<file path="src/dsr_pkg.sv">
package dsr_pkg;

    // =========================================================
    // Sizes
    localparam int DSR_DATA_W   = 18;
    localparam int DSR_ADDR_W   = 20;
    localparam int DSR_MEM_AW   = 4;    // Modelled array address bits (16 words), small on purpose
    localparam int DSR_BURST    = 2;

    // =========================================================
    // Reset values
    localparam logic [DSR_DATA_W-1:0] DSR_DATA_RST  = 18'h00000;
    localparam logic [DSR_ADDR_W-1:0] DSR_ADDR_RST  = 20'h00000;
    localparam logic                  DSR_SINGLE_RST = 1'b0;

    // =========================================================
    // Read output sequencer, Gray coded except the step from DSR_RD_HOLD back to DSR_RD_IDLE
    typedef enum logic [1:0] {
        DSR_RD_IDLE   = 2'b00,
        DSR_RD_SECOND = 2'b01,
        DSR_RD_HOLD   = 2'b11
    } dsr_rd_state_type;

    // =========================================================
    // Carriers
    typedef struct packed {
        logic                  load_strobe_n;
        logic                  read_not_write;
        logic [DSR_ADDR_W-1:0] addr;
    } dsr_cmd_type;

    typedef struct packed {
        logic k;
        logic k_n;
        logic c;
        logic c_n;
    } dsr_clk_type;

endpackage

</file>
<file path="src/dsr_sram_front.sv">
`timescale 1ns/100ps
// Overview of operation
// RULE1 - With the load strobe low at a positive input clock rise, direction high loads a read, low a write.
// RULE2 - Inputs are captured and accesses start on the positive input clock rise, which also launches read data in single-clock mode.
// RULE3 - Write data is captured on the negative input clock rise, which also drives read data in single-clock mode.
// RULE4 - Outside single-clock mode the output clock pair times the read data driven out.
// RULE5 - The echo clock pair runs freely, following the positive output clock, or the positive input clock in single-clock mode.
// RULE6 - Holding the delay-loop disable input low switches the delay loop off, which shifts output timing.
// RULE7 - A low load strobe defines a new bus cycle and every transaction moves exactly two data words.
// RULE8 - Single-clock mode is a strap: both output clocks held high from power-on and never changed.
// RULE9 - On read deselect, pending bursts finish and the data pins float after the next positive output clock rise.
module dsr_sram_front (
    // System
    input  wire logic                           clk_sys,
    input  wire logic                           rst_n,
    // Clock pins, sampled in clk_sys
    input  wire dsr_pkg::dsr_clk_type           clk_pins,
    // Command pins
    input  wire dsr_pkg::dsr_cmd_type           cmd,
    // Strap
    input  wire logic                           delay_loop_disable_n,
    // Data pins
    input  wire logic [dsr_pkg::DSR_DATA_W-1:0] dq_in,
    output logic      [dsr_pkg::DSR_DATA_W-1:0] dq_out,
    output logic                                dq_oe,
    // Echo clocks
    output logic                                echo_clock,
    output logic                                echo_clock_n
);
    import dsr_pkg::*;

    // =========================================================
    // Reset release
    logic rst_meta_q, rst_sync_q;
    always_ff @(posedge clk_sys or negedge rst_n) begin
        if (!rst_n) begin
            rst_meta_q <= 1'b0;
            rst_sync_q <= 1'b0;
        end else begin
            rst_meta_q <= 1'b1;
            rst_sync_q <= rst_meta_q;
        end
    end

    // =========================================================
    // Edge detection on the clock pins
    dsr_clk_type clk_q;
    logic        strap_done_q, single_q;
    always_ff @(posedge clk_sys or negedge rst_sync_q) begin
        if (!rst_sync_q) begin
            // All ones, so a pin that is already high at release shows no false rising edge
            clk_q        <= '1;
            strap_done_q <= 1'b0;
            single_q     <= DSR_SINGLE_RST;
        end else begin
            clk_q        <= clk_pins;
            strap_done_q <= 1'b1;
            // Strap caught once after release and held; later changes are ignored
            if (!strap_done_q) begin
                single_q <= clk_pins.c & clk_pins.c_n; // RULE8
            end
        end
    end

    wire k_rise   = clk_pins.k   & ~clk_q.k;
    wire kn_rise  = clk_pins.k_n & ~clk_q.k_n;
    wire c_rise   = clk_pins.c   & ~clk_q.c;
    wire cn_rise  = clk_pins.c_n & ~clk_q.c_n;
    wire out_pos  = single_q ? k_rise  : c_rise;   // RULE2 RULE4
    wire out_neg  = single_q ? kn_rise : cn_rise;  // RULE3 RULE4
    wire echo_src = single_q ? clk_pins.k : clk_pins.c; // RULE5
    wire load_now = k_rise & ~cmd.load_strobe_n;   // RULE7

    // =========================================================
    // Command capture
    logic                  rd_load_q, rd_ready_q, wr_load_q, wr_phase_q;
    logic [DSR_ADDR_W-1:0] rd_addr_q, rd_go_addr_q, wr_addr_q;
    logic [DSR_DATA_W-1:0] wr_word0_q;

    always_ff @(posedge clk_sys or negedge rst_sync_q) begin
        if (!rst_sync_q) begin
            rd_load_q <= 1'b0;
            wr_load_q <= 1'b0;
            rd_addr_q <= DSR_ADDR_RST;
            wr_addr_q <= DSR_ADDR_RST;
        end else if (k_rise) begin
            rd_load_q <= load_now & cmd.read_not_write;   // RULE1 RULE2
            wr_load_q <= load_now & ~cmd.read_not_write;  // RULE1 RULE2
            if (load_now) begin
                rd_addr_q <= cmd.addr;
                if (!cmd.read_not_write) begin
                    wr_addr_q <= cmd.addr;
                end
            end
        end
    end

    // Read is staged one positive input clock after its load
    wire rd_arm = single_q ? (k_rise & rd_load_q) : (c_rise & rd_ready_q);
    // Single mode launches on the staging edge itself, before the staged copy is written
    wire [DSR_ADDR_W-1:0] rd_src_addr = single_q ? rd_addr_q : rd_go_addr_q; // RULE1
    always_ff @(posedge clk_sys or negedge rst_sync_q) begin
        if (!rst_sync_q) begin
            rd_ready_q   <= 1'b0;
            rd_go_addr_q <= DSR_ADDR_RST;
        end else if (k_rise && rd_load_q) begin
            rd_ready_q   <= 1'b1;
            rd_go_addr_q <= rd_addr_q;
        end else if (rd_arm) begin
            rd_ready_q   <= 1'b0;
        end
    end

    // =========================================================
    // Storage and write burst
    logic [DSR_DATA_W-1:0] mem_q [2**DSR_MEM_AW];

    function automatic logic [DSR_MEM_AW-1:0] dsr_word(input logic [DSR_ADDR_W-1:0] a,
                                                       input logic second);
        // Two-word burst toggles only the low address bit
        return {a[DSR_MEM_AW-1:1], a[0] ^ second}; // RULE7
    endfunction

    wire wr_fire = kn_rise & wr_phase_q;
    always_ff @(posedge clk_sys or negedge rst_sync_q) begin
        if (!rst_sync_q) begin
            wr_phase_q <= 1'b0;
            wr_word0_q <= DSR_DATA_RST;
        end else begin
            if (k_rise && wr_load_q) begin
                wr_word0_q <= dq_in;            // RULE2
                wr_phase_q <= 1'b1;
            end else if (wr_fire) begin
                wr_phase_q <= 1'b0;             // RULE3
            end
        end
    end

    always_ff @(posedge clk_sys) begin
        if (wr_fire) begin
            mem_q[dsr_word(wr_addr_q, 1'b0)] <= wr_word0_q;
            mem_q[dsr_word(wr_addr_q, 1'b1)] <= dq_in; // RULE3
        end
    end

    // =========================================================
    // Read output sequencer
    dsr_rd_state_type      rd_st_q, rd_st_d;
    // Burst address held per launch, so a load right behind it cannot bend the second word
    logic [DSR_ADDR_W-1:0] rd_cur_q;
    logic [DSR_DATA_W-1:0] dq_raw_q, dq_raw_d, dq_dly_q;
    logic                  oe_raw_q, oe_raw_d, oe_dly_q;
    logic                  echo_raw_q, echo_dly_q;

    always_comb begin
        rd_st_d  = rd_st_q;
        dq_raw_d = dq_raw_q;
        oe_raw_d = oe_raw_q;
        case (rd_st_q)
            DSR_RD_IDLE: begin
                if (rd_arm) begin
                    dq_raw_d = mem_q[dsr_word(rd_src_addr, 1'b0)];
                    oe_raw_d = 1'b1;
                    rd_st_d  = DSR_RD_SECOND;
                end
            end
            DSR_RD_SECOND: begin
                if (out_neg) begin
                    dq_raw_d = mem_q[dsr_word(rd_cur_q, 1'b1)]; // RULE3 RULE7
                    rd_st_d  = DSR_RD_HOLD;
                end
            end
            DSR_RD_HOLD: begin
                if (rd_arm) begin
                    dq_raw_d = mem_q[dsr_word(rd_src_addr, 1'b0)];
                    rd_st_d  = DSR_RD_SECOND;
                end else if (out_pos) begin
                    oe_raw_d = 1'b0;                // RULE9
                    rd_st_d  = DSR_RD_IDLE;
                end
            end
            default: begin
                oe_raw_d = 1'b0;
                rd_st_d  = DSR_RD_IDLE;
            end
        endcase
    end

    always_ff @(posedge clk_sys or negedge rst_sync_q) begin
        if (!rst_sync_q) begin
            rd_st_q    <= DSR_RD_IDLE;
            rd_cur_q   <= DSR_ADDR_RST;
            dq_raw_q   <= DSR_DATA_RST;
            oe_raw_q   <= 1'b0;
            echo_raw_q <= 1'b0;
        end else begin
            rd_st_q    <= rd_st_d;
            dq_raw_q   <= dq_raw_d;
            oe_raw_q   <= oe_raw_d;
            echo_raw_q <= echo_src;             // RULE5
            if (rd_arm) begin
                rd_cur_q <= rd_src_addr;        // RULE7
            end
        end
    end

    // =========================================================
    // Output stage: with the delay loop off, outputs lag one extra cycle
    always_ff @(posedge clk_sys or negedge rst_sync_q) begin
        if (!rst_sync_q) begin
            dq_dly_q     <= DSR_DATA_RST;
            oe_dly_q     <= 1'b0;
            echo_dly_q   <= 1'b0;
            dq_out       <= DSR_DATA_RST;
            dq_oe        <= 1'b0;
            echo_clock   <= 1'b0;
            echo_clock_n <= 1'b1;
        end else begin
            dq_dly_q     <= dq_raw_q;
            oe_dly_q     <= oe_raw_q;
            echo_dly_q   <= echo_raw_q;
            dq_out       <= delay_loop_disable_n ? dq_raw_q   : dq_dly_q;   // RULE6
            dq_oe        <= delay_loop_disable_n ? oe_raw_q   : oe_dly_q;   // RULE6
            echo_clock   <= delay_loop_disable_n ? echo_raw_q : echo_dly_q; // RULE6
            echo_clock_n <= delay_loop_disable_n ? ~echo_raw_q : ~echo_dly_q;
        end
    end
endmodule // dsr_sram_front

</file>
<file path="config.mk">
export PLATFORM = sky130hd
export DESIGN_NAME = dsr_sram_front
export DESIGN_NICKNAME = d
export VERILOG_FILES = /design/src/dsr_pkg.sv /design/src/dsr_sram_front.sv
export SDC_FILE = /design/constraint.sdc
export NUM_CORES = 1
export LEC_CHECK = 0
export BUFFER_PORTS_ARGS = -buffer_cell sky130_fd_sc_hd__buf_2
export CAP_MARGIN = 20
export CORE_ASPECT_RATIO = 2
export CORE_MARGIN = 5
export CORE_UTILIZATION = 30
export DETAILED_ROUTE_END_ITERATION = 10
export PLACE_DENSITY = 0.52
export SYNTH_ARGS = -nofsm -noshare
export SYNTH_HDL_FRONTEND = slang
export SYNTH_SLANG_ARGS = --single-unit
</file>
<file path="constraint.sdc">
create_clock -name clk_sys -period 4.6 [get_ports clk_sys]
set_input_delay 0 -clock clk_sys [delete_from_list [all_inputs] [get_ports clk_sys]]
set_output_delay 0 -clock clk_sys [all_outputs]
set_load 0.05 [all_outputs]
</file>
==> key figures, run 1 <==
Status
  • Status: finished clean

Worst setup path
  • Category of the critical setup timing path: reg2reg
  • Worst-case register-to-register setup slack: 1.36 ns
  • RR Endpoint: dq_raw_q[16]
  • Critical Path, Cell by Cell: mux2i_4 -> buf_4 -> mux4_2 -> a2111oi_0 -> nand3_1 -> o211a_1
  • Worst flop-to-flop path startpoint: single_q
  • Cell count of the worst reg-to-reg path: 6
  • Data required time at the worst endpoint: 5.04 ns
  • Maximum fanout along the worst path: 42
  • Number of buffers and inverters on the critical path: 1
  • Data arrival, critical path: 3.69 ns
  • Largest stage delay, worst path: 0.82 ns
  • Crit path max-delay cell type: dfrtp_1
  • Element type at the critical path end: flop
  • Crit start category: flop
  • Kind of cell adding the most delay to the critical path: flip-flops

Synthesis
  • Number of enable-type register cells in the synthesized netlist: 288
  • Synthesis-stage register bit count: 397
  • Portion of the post-synthesis area used by sequential elements: 53.99%
  • Commonest register cell after synthesis: edfxtp_1
  • Proportion of synthesized flip-flops having asynchronous set or reset: 27.46%
  • Number of warnings reported in the yosys synthesis log: 0
  • Mapped Cells: 1,340
  • Mean instance size in the synthesized netlist: 15.73 µm²
  • Number of distinct library cells after synthesis: 51
  • Cell area after synthesis: 21,080 µm²

GRT
  • Pin count of the biggest net entering global routing: 101
  • Global-route wire length before repair: 96,460 µm
  • Via count of the first global-routing pass: 13,760
  • Number of antenna violations at the first check in global routing: 3
  • Total congestion overflow: 0
  • GRT Overall Usage: 17.52%

Die
  • Die span in y: 384.9 µm
  • Die Wd: 197.4 µm
  • Die area: 75,990 µm²
  • Initial Util: 30.22%
  • I/O pins: 68
  • Placeable core area: 69,770 µm²
  • Row cnt: 137

Timing
  • Setup TNS: 0 ns
  • Worst setup skew after layout: 0.02030 ns
  • Final critical-path share of the clock period: 70.51%
  • Number of hold-slack violations in the final timing report: 0
  • Final min period: 3.243 ns
  • Setup repair after global routing missed its margin: no
  • Setup-failing EPs final: 0
  • Max Fclk: 308.3 MHz
  • Worst rel slew slack: 26.71%
  • Transition at the pin with the smallest max-transition slack: 1.099 ns
  • Total count of max-transition violations in the final report: 0

CTS
  • TritonCTS clock tree: yes
  • Cts-stage hold buffer count: 32
  • Clock H-tree levels: 2
  • Number of sinks driven by the clock tree: 397
  • Clock latency on the worst-skew pair: 0.56 ns
  • Post-CTS setup repair buffer count: 0
  • Resized cells post-CTS: 0
  • Library cell used as clock root buffer: clkbuf_16
  • Number of buffers created by CTS: 40
  • Clock slew at reported path FFs: 0.06 ns
  • Number of buffers on the longest clock path: 3

Final layout
  • Ratio of cells with drive above 1 in the final layout: 45.69%
  • Layout net count: 1,448
  • Filler cell count: 6,686
  • Most common library cell in the layout ignoring fill and taps: mux2_2
  • Final Cell Area: 24,010 µm²
  • Most frequent cells in the layout: mux2_2 (355), edfxtp_1 (288), mux4_2 (101)
  • Signed area change from the synthesized netlist to the final layout: 13.88%

Power and ir drop
  • Internal power component: 8.752 mW
  • Net switching power: 4.877 mW
  • Proportion of power drawn by combinational gates: 37.4%
  • Standby leakage power: 8.366 nW
  • Maximum VDD drop: 0.3194 mV
  • Proportion of total power due to net switching: 35.78%
  • Power density over the cells: 567.7 nW/µm²
  • Total Power Consumption: 13.63 mW
  • Share of power burned in registers: 39.2%
  • Clock power share: 23.4%

Detailed routing
  • Number of DRC markers in iteration 0: 846
  • DRC violations left: 0
  • DR vias: 12,820
  • Average via count per standard cell: 5.497
  • Number of iterations in the first detailed-routing pass: 5
  • Sum of routed wire length over all layers: 67,310 µm
  • Number of nets with antenna violations after detailed routing: 0
  • DR WL/cell: 28.86 µm

Worst hold path
  • Class of the worst hold path: in2reg
  • Hold worst-path end: clk_q[2]
  • HP Start: clk_pins[2]
  • Hold path cells: 2

Place
  • Post-place instance area: 22,460 µm²
  • DP HPWL: 40,210 µm
  • Final Wtd Congestion: 0.7767
  • IO buf count: 51

Job
  • MaxCap Viol Count: 0
## synthesized netlist by cell type, drive strengths merged (2+ instances only)
cell type  number  area share [%]
a21o            3            0.11
a21oi           7            0.17
a31oi          19            0.56
and3b           2           0.083
buf            49             1.7
clkbuf         67             1.2
dfrtp         104              12
dfstp           5            0.62
edfxtp        288              41
ha              4            0.24
inv             8            0.14
mux2          355              19
mux2i          76             3.6
mux4          108              12
nand2          38            0.68
nand2b         40             1.2
nand3           5            0.14
nand3b          2           0.089
nor2           13            0.24
nor2b           2           0.059
nor3           13            0.47
nor3b           3            0.13
nor4            2            0.12
o2111ai        17            0.71
o211ai         17            0.61
o21ai          28            0.68
o21bai          2           0.071
o22a           34             1.4
o22ai          20            0.62
## cell families after synthesis
logic type | after synthesis | share of synthesized area (%)
compound gates | 152 | 5.146
fa+ha+maj | 4 | 0.2374
buf+inv | 124 | 3.039
flops | 397 | 53.99
mux | 539 | 34.24
other cells | 1 | 0.01779
simple gates | 123 | 3.330
## flip-flops by register name, summed over array words and instances (netlist names), 2 cells and up
register,count
dq_dly_q,18
rd_addr_q,4
rd_st_q,2
rd_cur_q,4
dq_raw_q,18
clk_q,4
mem_q,288
dq_out,18
wr_addr_q,4
rd_go_addr_q,4
wr_word0_q,18
## layout make-up
type | count | area, µm² | area share, %
Antenna cell | 2 | 5.005 | 0.02085
Clock buffer | 53 | 1101 | 4.586
Clock inverter | 19 | 123.9 | 0.5160
Inverter | 8 | 30.03 | 0.1251
Multi-Input combinational cell | 820 | 9244 | 38.51
Sequential cell | 397 | 11390 | 47.46
Tap cell | 903 | 1130 | 4.706
Timing Repair Buffer | 130 | 978.4 | 4.076
## power groups by stage
stage,registers (mW),clock network [mW],logic [mW]
2_1_floorplan,5.11,0,3.78
3_3_place_gp,5.41,0,5.00
3_5_place_dp,5.43,0,5.08
4_1_cts,5.36,3.29,5.13
5_1_grt,5.41,3.40,5.41
6_report,5.34,3.19,5.09
## per-layer routing
metal  vias up  GRT usage [%]  wire [µm]
li1       5469              -          -
met1      6810          18.34      23390
met2       380          33.19      36660
met3       161          2.090       2547
met4         0          10.06       4715
met5         -              0          0
## stage by stage
| step | hold slack [ns] | util, % | instances | setup slack (ns) |
|---|---|---|---|---|
| 2_1_floorplan | -0.2956 | - | 1341 | 0.7515 |
| 3_3_place_gp | -0.2141 | 32.19 | 2226 | 1.464 |
| 3_5_place_dp | -0.2116 | 32.19 | 2226 | 1.351 |
| 4_1_cts | 0.09922 | 34.40 | 2330 | 1.332 |
| 5_1_grt | 0.1348 | 34.40 | 2330 | 1.114 |
| 6_report | 0.1225 | 34.41 | 2332 | 1.357 |
## worst max-delay path by stage
stage | to | cells past startpoint | slack [ns] | from
CTS | dq_raw_q[16] | 6 | 1.33 | single_q
global placement | dq_raw_q[16] | 6 | 1.46 | single_q
finish | dq_raw_q[16] | 6 | 1.36 | single_q
floorplan | mem_q[14][10] | 6 | 0.75 | clk_q[2]
detailed placement | dq_raw_q[16] | 6 | 1.35 | single_q
global route | dq_raw_q[16] | 6 | 1.11 | single_q
Note: power is estimated with default switching activity, not from simulation.
==> run 2: changes to the inputs <==
--- a/config.mk
+++ b/config.mk
@@ -5,13 +5,14 @@
 export SDC_FILE = /design/constraint.sdc
 export NUM_CORES = 1
 export LEC_CHECK = 0
+export ABC_AREA = 1
 export BUFFER_PORTS_ARGS = -buffer_cell sky130_fd_sc_hd__buf_2
 export CAP_MARGIN = 20
 export CORE_ASPECT_RATIO = 2
 export CORE_MARGIN = 5
 export CORE_UTILIZATION = 30
 export DETAILED_ROUTE_END_ITERATION = 10
-export PLACE_DENSITY = 0.52
+export PLACE_DENSITY = 0.54
 export SYNTH_ARGS = -nofsm -noshare
 export SYNTH_HDL_FRONTEND = slang
 export SYNTH_SLANG_ARGS = --single-unit
==> constraint.sdc (replaced) <==
create_clock -name clk_sys -period 2.7 [get_ports clk_sys]
set_input_delay 0 -clock clk_sys [delete_from_list [all_inputs] [get_ports clk_sys]]
set_output_delay 0 -clock clk_sys [all_outputs]
set_load 0.05 [all_outputs]
==> run 2 against run 1 <==
Critical path depth increased by 1; worst hold slack got worse by 0.098 ns; final cell count rose by 69%; sequential cell count unchanged; utilization is essentially flat; fmax is 37% higher.
==> key figures, run 2 <==
Status
  • Status: finished clean

Synthesis
  • Commonest cells in the netlist: nand2_1 (916), nand3_1 (631), inv_1 (343)
  • Mean instance size in the synthesized netlist: 7.693 µm² (-51%)
  • Mapped Cells: 2,936 (+120%)
  • Post-synthesis mux area share: 0.8974% (-33 points)
  • Post-synthesis share of cell area spent on full adders, half adders and majority gates: 0.2216% (-0.016 points)
  • Portion of the post-synthesis area used by sequential elements: 50.39% (-3.6 points)
  • Synthesis-stage register bit count: 397 (unchanged)
  • Most frequently used cell type in the post-synthesis netlist: nand2_1
  • Proportion of synthesized flip-flops having asynchronous set or reset: 27.46% (unchanged)
  • Top post-synthesis cells by area: edfxtp_1 (38%), nand2_1 (15%), nand3_1 (14%)
  • Number of distinct library cells after synthesis: 32 (-37%)
  • Cell area after synthesis: 22,590 µm² (+7.1%)
  • Number of warnings reported in the yosys synthesis log: 0 (unchanged)
  • Simple-gate portion of the synthesized area: 30.21% (+27 points)
  • Cell type with the highest aggregate area in the netlist: edfxtp_1
  • Number of enable-type register cells in the synthesized netlist: 288 (unchanged)
  • XOR/XNOR share of the synthesized area: 0% (unchanged)
  • Fraction of the mapped netlist area in compound gates: 7.683% (+2.5 points)
  • Share of the synthesized area in the top cell type: 38.29% (-2.7 points)
  • Dominant combinational cell family by area after synthesis: simple AND/OR/NAND/NOR gates
  • Commonest register cell after synthesis: edfxtp_1

GRT
  • GRT Overall Usage: 19.56% (+2.0 points)
  • Total congestion overflow: 0 (unchanged)
  • Via count of the first global-routing pass: 19,450 (+41%)
  • Global-route wire length before repair: 120,600 µm (+25%)
  • Pin count of the biggest net entering global routing: 74 (-27%)
  • Number of antenna violations at the first check in global routing: 0 (-3)

Timing
  • Setup repair after global routing missed its margin: no
  • Final Worst Setup Slack: 0.3411 ns (-1.016 ns)
  • Worst rel slew slack: 48.72% (+22 points)
  • Final critical-path share of the clock period: 87.37% (+17 points)
  • Worst setup skew after layout: 0.02443 ns (+0.004136 ns)
  • Max Fclk: 423.9 MHz (+37%)
  • Final min period: 2.359 ns (-0.8843 ns)
  • Number of hold-slack violations in the final timing report: 0 (unchanged)
  • Transition at the pin with the smallest max-transition slack: 0.7693 ns (-0.3293 ns)
  • Total count of max-transition violations in the final report: 0 (unchanged)
  • Setup-failing EPs final: 0 (unchanged)

CTS
  • Number of buffers on the longest clock path: 3 (unchanged)
  • Library cell used as clock root buffer: clkbuf_16
  • Clock H-tree levels: 2 (unchanged)
  • TritonCTS clock tree: yes
  • Resized cells post-CTS: 0 (unchanged)
  • Clock latency on the worst-skew pair: 0.58 ns (+0.02 ns)
  • Number of buffers created by CTS: 39 (-2.5%)
  • Number of sinks driven by the clock tree: 397 (unchanged)
  • Clock slew at reported path FFs: 0.07 ns (about the same)

Final layout
  • Layout net count: 2,961 (+100%)
  • Most common library cell in the layout ignoring fill and taps: nand2_1
  • Most frequent cells in the layout: nand2_1 (916), nand3_1 (631), inv_1 (343)
  • Final cell count without fillers: 3,949 (+69%)
  • Final Cell Area: 25,770 µm² (+7.4%)
  • Max reg flops: 288 (unchanged)
  • Filler cell count: 7,779 (+16%)
  • Antenna fix cells: 0 (-2)
  • Signed area change from the synthesized netlist to the final layout: 14.11%
  • Register with the most flip-flops: mem_q
  • Fraction of the core area covered by cells at the end of the flow: 34.46% (+0.046 points)
  • Sequential standard cell area: 11,390 µm² (about the same)
  • Ratio of cells with drive above 1 in the final layout: 8.909% (-37 points)
  • Combined area of the multi-input logic cells: 8882 µm² (-3.9%)

Place
  • Final Wtd Congestion: 0.8405 (+8.2%)
  • DP HPWL: 48,680 µm (+21%)
  • Post-place instance area: 24,190 µm² (+7.7%)
  • Worst setup slack after placement: 0.4129 ns (-0.9379 ns)
  • Placed cell count: 3,845 (+73%)
  • IO buf count: 51 (unchanged)

Worst setup path
  • Category of the critical setup timing path: reg2reg
  • Number of buffers and inverters on the critical path: 3 (+2)
  • Crit start category: flop
  • Maximum fanout along the worst path: 10 (-76%)
  • Number of gates on the worst path with buffers counted: 7 (+1)
  • Element type at the critical path end: flop
  • Data required time at the worst endpoint: 3.20 ns (-1.84 ns)
  • Critical Path, Cell by Cell: inv_1 -> nand2_1 -> nor2_1 -> nand2_1 -> dlygate4sd3_1 -> o21ai_0 -> dlygate4sd3_1
  • Largest stage delay, worst path: 0.59 ns (-0.23 ns)
  • Crit path max-delay cell type: dlygate4sd3_1
  • Data arrival, critical path: 2.86 ns (-0.83 ns)
  • Kind of cell adding the most delay to the critical path: buffers and inverters
  • Cell count of the worst reg-to-reg path: 7 (+1)

Die
  • I/O pins: 68 (unchanged)
  • Die span in y: 398.0 µm (+3.4%)
  • Die area: 81,210 µm² (+6.9%)
  • Initial Util: 30.20% (about the same)
  • Row cnt: 142 (+3.6%)
  • Placeable core area: 74,800 µm² (+7.2%)
  • Die Wd: 204.0 µm (+3.3%)

Power and ir drop
  • Maximum VDD drop: 0.5879 mV (+84%)
  • Total Power Consumption: 24.43 mW (+79%)
  • Power density over the cells: 947.9 nW/µm² (+67%)
  • Standby leakage power: 11.44 nW (+37%)

Detailed routing
  • DR vias: 19,900 (+55%)
  • Sum of routed wire length over all layers: 80,930 µm (+20%)
  • Number of nets with antenna violations after detailed routing: 0 (unchanged)
  • Number of iterations in the first detailed-routing pass: 8 (+3)
  • Number of DRC markers in iteration 0: 2,057 (+140%)
  • DR WL/cell: 20.49 µm (-29%)
  • DRC violations left: 0 (unchanged)
  • Average via count per standard cell: 5.040 (-8.3%)

Job
  • MaxCap Viol Count: 0 (unchanged)

Worst hold path
  • Hold path cells: 3 (+1)
  • Class of the worst hold path: in2reg
## run 2: cell count changes in the layout (fill, tap and decap cells not counted), sizes merged, moves of 15 or more
cell,delta
nand2,+890
o22a,-34
inv,+349
o22ai,-19
mux4,-108
a31oi,-19
mux2,-337
mux2i,-76
nand2b,-40
nand3,+626
o211ai,-15
o2111ai,-17
o21ai,+300
buf,+33
## run 2: logic make-up after synthesis
family	after synthesis
simple gates	1586
buf+inv	591
flops	397
compound gates	339
mux	18
fa+ha+maj	4
other cells	1
## run 2: per-stage QoR
stage / hold slack [ns] / TNS (ns)
6_report: 0.02410 / 0
5_1_grt: 0.08555 / 0
4_1_cts: 0.007250 / 0
2_1_floorplan: -0.2956 / -8.456
3_5_place_dp: -0.2048 / 0
3_3_place_gp: -0.2047 / 0
## run 2: tightest hold or removal path, delay by kind of cell
family	cells	cell delay, ns
buffers and inverters	2	0.32
AOI/OAI and AO/OA	1	0.24
## run 2: worst paths after layout
kind                                   to  startpoint  slack [ns]
setup / recovery             rd_addr_q[0]    clk_q[3]        0.34
hold / removal             wr_word0_q[15]   dq_in[15]        0.02
setup reg to reg             rd_addr_q[0]    clk_q[3]        0.34
hold reg to reg             wr_word0_q[3]  rst_sync_q        0.23
max in group asynchronous  wr_word0_q[10]  rst_sync_q        1.72
min in group asynchronous   wr_word0_q[3]  rst_sync_q        0.23
## run 2: final cells by class
class                      instances  share of cell area [%]
inverter                         360                   5.262
timing repair buffer             163                   6.262
multi-input combinational       1949                   34.46
tap                             1008                   4.893
clock buffer                      47                   3.903
clock inverter                    25                   1.015
sequential                       397                   44.20
## run 2: timing repair
item	CTS	global route
hold buffers	32	0
hold endpoints to repair	42	0
setup buffers	0	0
## run 2: routing by layer
metal / routed length (µm) / track usage [%] / vias to the layer above
met1: 29270 / 21.53 / 9316
met2: 42270 / 36.38 / 818
met4: 4559 / 10.53 / 0
met3: 4836 / 2.216 / 255
li1: - / - / 9513
met5: 0 / 0 / -
## run 2: where the power goes
| part | leakage (nW) | internal (mW) | switching, mW |
|---|---|---|---|
| Sequential | 3.95 | 7.65 | 0.794 |
| Combinational | 6.88 | 3.24 | 7.11 |
| Clock | 0.612 | 3.09 | 2.56 |
